$ cat config.mk
export PLATFORM = sky130hd
export DESIGN_NAME = srts_supervisor
export DESIGN_NICKNAME = d
export VERILOG_FILES = /design/src/rtl/srts_pkg.sv /design/src/rtl/srts_supervisor.sv
export SDC_FILE = /design/constraint.sdc
export NUM_CORES = 1
export LEC_CHECK = 0
export BUFFER_PORTS_ARGS = -buffer_cell sky130_fd_sc_hd__buf_2
export CORE_MARGIN = 2
export CORE_UTILIZATION = 35
export CTS_BUF_LIST = sky130_fd_sc_hd__clkbuf_4 sky130_fd_sc_hd__clkbuf_8
export DETAILED_ROUTE_END_ITERATION = 8
export GPL_TIMING_DRIVEN = 0
export PLACE_DENSITY = 0.6
export RECOVER_POWER = 50
export SLEW_MARGIN = 20
export SYNTH_ARGS = -nofsm -noshare
export SYNTH_HDL_FRONTEND = slang
export SYNTH_SLANG_ARGS = --single-unit
$ cat constraint.sdc
create_clock -name clk_sys -period 1.65 [get_ports clk_sys]
set_input_delay 0.165 -clock clk_sys [delete_from_list [all_inputs] [get_ports clk_sys]]
set_output_delay 0.165 -clock clk_sys [all_outputs]
set_load 0.02 [all_outputs]
$ cat src/rtl/srts_pkg.sv
package srts_pkg;
   // timeout build options, one per documented range
   typedef enum logic [1:0] {
      SRTS_TMO_1MS = 2'h0,
      SRTS_TMO_20MS = 2'h1,
      SRTS_TMO_100MS = 2'h2,
      SRTS_TMO_140MS = 2'h3
   } srts_tmo_type;

   localparam int unsigned CLK_HZ = 40_000_000;
   localparam int unsigned NS_PER_S = 1_000_000_000;
   // least reset hold times per option, in microseconds
   localparam int unsigned HOLD_1MS_US = 1000;
   localparam int unsigned HOLD_20MS_US = 20000;
   localparam int unsigned HOLD_100MS_US = 100000;
   localparam int unsigned HOLD_140MS_US = 140000;
   localparam int unsigned US_PER_S = 1_000_000;
   localparam int unsigned CYC_PER_US = CLK_HZ / US_PER_S;
   localparam int unsigned HOLD_1MS_CYC = HOLD_1MS_US * CYC_PER_US;
   localparam int unsigned HOLD_20MS_CYC = HOLD_20MS_US * CYC_PER_US;
   localparam int unsigned HOLD_100MS_CYC = HOLD_100MS_US * CYC_PER_US;
   localparam int unsigned HOLD_140MS_CYC = HOLD_140MS_US * CYC_PER_US;
   // glitch rejection: dips up to this long are ignored
   localparam int unsigned GLITCH_NS = 5000;
   localparam int unsigned GLITCH_CYC = (GLITCH_NS * (CLK_HZ / 1_000_000)) / 1000;
   localparam int unsigned CNT_W = 24;
   localparam int unsigned GL_W = 8;
   localparam logic [CNT_W-1:0] CNT_ZERO = 24'h00_0000;
   localparam logic [CNT_W-1:0] CNT_ONE = 24'h00_0001;
   localparam logic [GL_W-1:0] GL_ZERO = 8'h00;
   localparam logic [GL_W-1:0] GL_ONE = 8'h01;
endpackage

$ cat src/rtl/srts_supervisor.sv
module srts_supervisor #(
   parameter srts_pkg::srts_tmo_type TMO_SEL = srts_pkg::SRTS_TMO_140MS,
   parameter int unsigned HOLD_CYC = (TMO_SEL == srts_pkg::SRTS_TMO_1MS) ?
      srts_pkg::HOLD_1MS_CYC : (TMO_SEL == srts_pkg::SRTS_TMO_20MS) ?
      srts_pkg::HOLD_20MS_CYC : (TMO_SEL == srts_pkg::SRTS_TMO_100MS) ?
      srts_pkg::HOLD_100MS_CYC : srts_pkg::HOLD_140MS_CYC,
   parameter int unsigned GLITCH_CYC = srts_pkg::GLITCH_CYC
) (
   input wire logic clk_sys,
   input wire logic sys_rst,
   input wire logic supply_ok,
   output logic host_reset_n,
   output logic host_reset
);
   // counter widths are read once from the package
   localparam int unsigned CNT_W = srts_pkg::CNT_W;
   localparam int unsigned GL_W = srts_pkg::GL_W;
   // three stages: a slow comparator edge cannot reach logic half-settled
   localparam int unsigned SYNC_STAGES = 3;
   localparam int unsigned SYNC_FIRST = 0;
   localparam int unsigned SYNC_MID = SYNC_STAGES - 2;
   localparam int unsigned SYNC_LAST = SYNC_STAGES - 1;

   // one-hot: any corrupted code falls back to holding reset
   typedef enum logic [2:0] {
      ST_RESET = 3'b001,
      ST_HOLD = 3'b010,
      ST_RUN = 3'b100
   } srts_state_type;

   // comparator side
   logic [SYNC_STAGES-1:0] sync_q;
   logic stages_agree;
   logic ok_q;

   // glitch filter
   logic [GL_W-1:0] low_cnt_q;
   logic [GL_W-1:0] gl_last;
   logic low_full;
   logic brown_q;

   // timeout count
   logic [CNT_W-1:0] hold_cnt_q;
   logic [CNT_W-1:0] hold_last;
   logic hold_full;
   logic hold_clear;

   // sequencing
   srts_state_type state_q;
   srts_state_type state_d;
   logic run_d;

   // least value of the chosen range, so release is never early
   assign hold_last = CNT_W'(HOLD_CYC - 1);
   assign gl_last = GL_W'(GLITCH_CYC);

   for (genvar i = 0; i < SYNC_STAGES; i++) begin : g_sync
      if (i == SYNC_FIRST) begin : g_first
         always_ff @(posedge clk_sys) begin
            if (sys_rst) begin
               sync_q[i] <= 1'b0;
            end else begin
               sync_q[i] <= supply_ok;
            end
         end
      end else begin : g_next
         always_ff @(posedge clk_sys) begin
            if (sys_rst) begin
               sync_q[i] <= 1'b0;
            end else begin
               sync_q[i] <= sync_q[i-1];
            end
         end
      end
   end

   // a level counts only once the last two stages agree,
   // so a change caught mid-sample is never taken
   always_comb begin
      stages_agree = 1'b0;
      if (sync_q[SYNC_MID] == sync_q[SYNC_LAST]) begin
         stages_agree = 1'b1;
      end
   end

   // holds its level while the stages disagree
   always_ff @(posedge clk_sys) begin
      if (sys_rst) begin
         ok_q <= 1'b0;
      end else if (stages_agree) begin
         ok_q <= sync_q[SYNC_LAST];
      end
   end

   // low must last longer than the glitch window to count as brownout
   always_comb begin
      low_full = 1'b0;
      if (low_cnt_q >= gl_last) begin
         low_full = 1'b1;
      end
   end

   // saturates at the window so it never wraps back to zero
   always_ff @(posedge clk_sys) begin
      if (sys_rst) begin
         low_cnt_q <= srts_pkg::GL_ZERO;
      end else if (ok_q) begin
         low_cnt_q <= srts_pkg::GL_ZERO;
      end else if (!low_full) begin
         low_cnt_q <= low_cnt_q + srts_pkg::GL_ONE;
      end
   end

   // starts in brownout: nothing is trusted until the supply is seen ok
   always_ff @(posedge clk_sys) begin
      if (sys_rst) begin
         brown_q <= 1'b1;
      end else if (ok_q) begin
         brown_q <= 1'b0;
      end else if (low_full) begin
         brown_q <= 1'b1;
      end
   end

   // counter only runs while holding; any brownout restarts from zero
   always_comb begin
      hold_full = 1'b0;
      if (hold_cnt_q >= hold_last) begin
         hold_full = 1'b1;
      end
   end

   // clears on any brownout, even mid-count
   always_comb begin
      hold_clear = 1'b1;
      if (state_q == ST_HOLD && !brown_q) begin
         hold_clear = 1'b0;
      end
   end

   always_ff @(posedge clk_sys) begin
      if (sys_rst) begin
         hold_cnt_q <= srts_pkg::CNT_ZERO;
      end else if (hold_clear) begin
         hold_cnt_q <= srts_pkg::CNT_ZERO;
      end else begin
         hold_cnt_q <= hold_cnt_q + srts_pkg::CNT_ONE;
      end
   end

   // a brownout wins over a finished count
   always_comb begin
      state_d = state_q;
      case (state_q)
         ST_RESET: begin
            if (!brown_q) begin
               state_d = ST_HOLD;
            end
         end
         ST_HOLD: begin
            if (brown_q) begin
               state_d = ST_RESET;
            end else if (hold_full) begin
               state_d = ST_RUN;
            end
         end
         ST_RUN: begin
            if (brown_q) begin
               state_d = ST_RESET;
            end
         end
         default: begin
            state_d = ST_RESET;
         end
      endcase
   end

   always_ff @(posedge clk_sys) begin
      if (sys_rst) begin
         state_q <= ST_RESET;
      end else begin
         state_q <= state_d;
      end
   end

   // outputs follow the next state so release lands on the same edge
   always_comb begin
      run_d = 1'b0;
      case (state_d)
         ST_RUN: begin
            run_d = 1'b1;
         end
         default: begin
            run_d = 1'b0;
         end
      endcase
   end

   // two flops, not one inverted: each pin launches from its own register
   always_ff @(posedge clk_sys) begin
      if (sys_rst) begin
         host_reset_n <= 1'b0;
      end else begin
         host_reset_n <= run_d;
      end
   end

   always_ff @(posedge clk_sys) begin
      if (sys_rst) begin
         host_reset <= 1'b1;
      end else begin
         host_reset <= !run_d;
      end
   end
endmodule

# ---- Word-level counts from Yosys, hierarchy flattened
# Cells that the tools add are included.
dict set report totals {
  in_bits 3
  word_cells 37
  out_inout_bits 2
  ff_bits 42
}
dict set report op_classes {
  n_reduce_logical 6
  addsub 2
  n_eq_ne 5
  bitwise 1
  muxes 11
  magnitude_cmp 2
}
# op n
set ops {}
lappend ops {{24-bit by 1-bit adder with 24-bit output (second input constant)} 1}
lappend ops {{24-bit by 23-bit >= comparator with 1-bit output (second input constant)} 1}
lappend ops {{3-bit 2-to-1 mux} 4}
lappend ops {{3-bit one-hot mux with 3 select lines} 1}
lappend ops {{8-bit by 1-bit adder with 8-bit output (second input constant)} 1}
lappend ops {{8-bit >= comparator (second input constant)} 1}
lappend ops {{3-bit equality test (second input constant)} 2}
lappend ops {{1-bit 2-to-1 mux} 6}
lappend ops {{2-bit OR reduction} 2}
lappend ops {{3-bit by 1-bit equality test with 1-bit output (second input constant)} 1}
lappend ops {{3-bit by 2-bit equality test with 1-bit output (second input constant)} 1}
lappend ops {{1-bit zero test} 2}
lappend ops {{2-bit nonzero test} 1}
lappend ops {{1-bit equality test} 1}
lappend ops {{1-bit logical AND} 1}
lappend ops {{1-bit inverter} 1}

# ---- Logic depth before layout (Yosys ltp)
dict set report depth {
  ltp_word 8
  mapped_depth 6
  ltp_nobuf 5
}

# ---- Worst setup path after synthesis
# Ideal clock, no wire load.
dict set report synth_path {
  kind {reg2reg}
  start {register state_q[2]}
  end {register hold_cnt_q[21]}
  path_slack_ns 0.051
  synth_period_minus_slack_ns 1.599
  path_stages_with_launch 6
  t_required_ns 1.589
  n_path_buf 1
  arrival_ns 1.537
  setup_ns 0.061
  path_cell_list {dfxtp_1 -> nand2b_1 -> or4_1 -> clkbuf_1 -> or4_1 -> nand2_1}
}
dict set report synth_between {
  elab_chain_len 4
}
# element line_no
set synth_lines {}
lappend synth_lines {{start, declared} srts_supervisor.sv:49} ;# srts_state_type state_q;
lappend synth_lines {{start signal, assigned} srts_supervisor.sv:182} ;# state_q <= state_d;
lappend synth_lines {{3-bit by 2-bit equality test with 1-bit output} srts_supervisor.sv:136} ;# if (state_q == ST_HOLD && !brown_q) begin
lappend synth_lines {{1-bit logical AND} srts_supervisor.sv:136}
lappend synth_lines {{1-bit inverter (no source line)} --}
lappend synth_lines {{2-bit OR reduction (no source line)} --}
lappend synth_lines {{end signal, assigned} srts_supervisor.sv:143} ;# hold_cnt_q <= srts_pkg::CNT_ZERO;
lappend synth_lines {{end signal, assigned} srts_supervisor.sv:145} ;# hold_cnt_q <= srts_pkg::CNT_ZERO;
lappend synth_lines {{end signal, assigned} srts_supervisor.sv:147} ;# hold_cnt_q <= hold_cnt_q + srts_pkg::CNT_ONE;
lappend synth_lines {{end, declared} srts_supervisor.sv:43} ;# logic [CNT_W-1:0] hold_cnt_q;
# Every way passes these cells.
# A chain may end at the register's enable or synchronous reset.

# ---- Worst setup path after layout
dict set report layout_path {
  start {register low_cnt_q[3]}
  end {register low_cnt_q[5]}
}
dict set report layout_between {
  elab_chain_len 2
  elab_cells_between_ends 3
  classes_between {1 x add/sub; 1 x order compare; 1 x mux}
}
# element line_no
set layout_lines {}
lappend layout_lines {{start, declared} srts_supervisor.sv:37} ;# logic [GL_W-1:0] low_cnt_q;
lappend layout_lines {{start signal, assigned} srts_supervisor.sv:106} ;# low_cnt_q <= srts_pkg::GL_ZERO;
lappend layout_lines {{start signal, assigned} srts_supervisor.sv:108} ;# low_cnt_q <= srts_pkg::GL_ZERO;
lappend layout_lines {{start signal, assigned} srts_supervisor.sv:110} ;# low_cnt_q <= low_cnt_q + srts_pkg::GL_ONE;
lappend layout_lines {{8-bit >= comparator} srts_supervisor.sv:98} ;# if (low_cnt_q >= gl_last) begin
lappend layout_lines {{1-bit 2-to-1 mux} srts_supervisor.sv:98}
# Parallel ways exist; a longest one is shown, timed or not.

==> out/metrics.cfg <==
[floorplanning]
die_x_um = 75.9
ioPinCount = 5
dieHeight_um = 75.9
core_area_um2 = 5040
initial_utilization = 0.359
dieArea_um2 = 5760
num_rows = 26

[cts]
clock_sinks = 42
clock_tree.buffer_depth = 2
numCtsBuffers = 5
path_clk_slew_ns = 0.08
cts_tree = done
clock_latency_ns = 0.29
hold_buffers = 0
h-tree-depth = 2
cts_root_buf = clkbuf_8

[synthesis]
synth.area.top_cells = dfxtp_1 46%, xor2_1 6.3%, nor2_1 5.0%
synth_nets = 211
netlist_area_um2 = 1810
synth_compound_area_frac = 0.131
ys_seq_area_frac = 0.465
synthSimpleGateAreaFrac = 0.268
synth_xor_area_frac = 0.0871
synth_fa_ha_area_frac = 0.0207
ys_warn_count = 0
synth_top_area_cell = dfxtp_1
postSynthCellCount = 205
synth_area_per_cell_um2 = 8.83
synth_top_area_frac = 0.465
ys_ff_latch = 42
synthMuxAreaShare = 0
synth_top_family_by_area = simple AND/OR/NAND/NOR gates
synth_cell_type_count = 32

[pwr]
p_leak_nw = 0.742
peakVddDrop_v = 0.000446
powerDensity_nw_per_um2 = 820

[global_route]
grt-ovfl-total = 0
antenna_found_initial = 0
grt_pass1_wl_um = 5200
grt_pass1_vias = 1194
grt_use_total = 0.118
grt_start_max_net_pins = 13

[worst_setup_path]
cp-end-kind = flop
crit_required_ns = 1.82
critPathBufInv = 0
path_cells = o311ai_2, nor3b_1, xnor2_1, nor2_1
cp_max_fo = 9
crit_arrival_ns = 1.76
rrSetupSlack_ns = 0.05
crit_slowest_cell = o311ai_2
start_kind = flop
crit_family = compound AO/OA/AOI/OAI gates
path_class = reg -> reg
max_stage_delay_ns = 0.62

[cells_and_area]
n_antenna_cell = 0
mostFrequentLayoutCells = 36 x dfxtp_1, 24 x nor2_1, 14 x nand2_1, 14 x a21oi_1, 13 x xor2_1
multiInputGateArea_um2 = 966
final_common_cell = dfxtp_1
nets = 227
area_delta_synth_final_pct = 17.9
fillers = 523
seqCellArea_um2 = 851
drive_gt1_frac = 0.185

[drt]
drt_iter0_drc = 31
dr.pass1.iters = 4
dr_wl_met2_um = 1670
wire_per_inst_um = 11.8
dr.max_layer_used = met4
vias = 1447
routed_wl_um = 3450
vias_per_cell = 4.96
dr_wl_met3_um = 69
m1WireLength_um = 1680
drc = 0
ant_nets = 0

[timing]
hold_viol_final = 0
final.setup_skew_ns = 0.00391
holdWs_ns = 0.103
grt_setup_unrepaired = yes
setup_viol = 0
tightest_slew_ns = 0.640
final.period_utilization = 0.969
min_period_ns = 1.60
fmax_mhz = 626
final_max_slew_viol_count = 0
slew_headroom = 0.573
tns_ns = 0

[hold_path]
hp-class = in -> reg

[placed_design]
detailed_place_hpwl_um = 2310
port-buffer-count = 4
gp_congestion = 0.679

[job]
drv_cap = 0

[run_status]
status = finished, final reports clean

-- flip-flops by register name, summed over array words and instances (netlist names) --
| name | cells |
|---|---|
| brown_q | 1 |
| hold_cnt_q | 24 |
| host_reset | 1 |
| host_reset_n | 1 |
| low_cnt_q | 8 |
| ok_q | 1 |
| state_q | 3 |
| sync_q | 3 |
-- through the flow --
stage                      util  std cells  instance area (µm²)  power, mW  setup slack, ns
final                     0.423        292                 2130       1.75           0.0517
after global routing      0.423        292                 2130       1.81          -0.0486
after CTS                 0.402        284                 2030       1.77           0.0231
after detailed placement  0.380        279                 1920       1.08           -0.161
after global placement    0.380        279                 1920       1.08           -0.135
after floorplan               -        205                 1810       1.07           0.0513
-- repair_timing --
item / CTS / global route
hold endpoints to repair: 0 / 0
pin swaps: 3 / 6
endpoints found under the setup margin: 15 / 17
buffers inserted: 0 / 7
cloned: 0 / 1
resized for setup: 9 / 17
-- routing by layer --
layer	up-vias	global-route usage
met5	-	0
met4	0	0.0409
met3	5	0.0357
met2	10	0.197
met1	674	0.143
li1	758	-
-- worst reg2reg max path, stage by stage (launching register included) --
cell and delay [ns]:
dfxtp_1 0.35, o311ai_2 0.62, nor3b_1 0.30, xnor2_1 0.15, nor2_1 0.06
-- worst paths after layout --
| kind | from | endpoint | cells past startpoint |
|---|---|---|---|
| hold reg to reg | sync_q[0] | sync_q[1] | 1 |
| setup reg to reg | low_cnt_q[3] | low_cnt_q[5] | 4 |
| setup / recovery | low_cnt_q[3] | low_cnt_q[5] | 4 |
| hold / removal | supply_ok | sync_q[0] | 2 |
-- cells in the mapped netlist --
master	count
a21o_1	2
a211o_1	1
and4_1	3
ha_1	3
nor4bb_1	3
nand2_1	14
and2_1	4
xnor2_1	5
or4_1	6
nand4_1	8
or2_2	1
dfxtp_1	42
o311ai_2	1
inv_1	4
nor3b_1	1
nor2b_1	4
nand2b_1	1
nand3_1	9
a21oi_1	16
xor2_1	13
a31oi_1	1
o21a_1	1
buf_4	1
or3_1	8
o211ai_1	3
o31ai_1	3
nor4_1	1
o21ai_0	10
and3_1	3
clkbuf_1	8
nor2_1	24
o21bai_1	1
-- logic make-up (layout without fill, tap and decap cells) --
| family | after synthesis | after routing |
|---|---|---|
| XOR/XNOR | 18 | 18 |
| flip-flops | 42 | 42 |
| AND/OR/NAND/NOR | 90 | 90 |
| buffers and inverters | 13 | 30 |
| AO/OA/AOI/OAI | 39 | 39 |
| adder cells (fa/ha/maj) | 3 | 3 |
-- power breakdown --
part           leakage (nW)  internal [mW]  switching (mW)  total (mW)
Combinational         0.347         0.0131          0.0163      0.0294
Sequential            0.343           1.02         0.00870        1.03
Clock                0.0517          0.354           0.336       0.690
-- final cells by class --
cell class	count	area share
repair buffers	12	0.0364
flip-flops and latches	42	0.399
inverters	4	0.00704
clock buffers	7	0.0422
multi-input cells	150	0.453
clock inverters	1	0.00235
well taps	70	0.0411
plain buffers	6	0.0194
(Power assumes the default switching activity.)
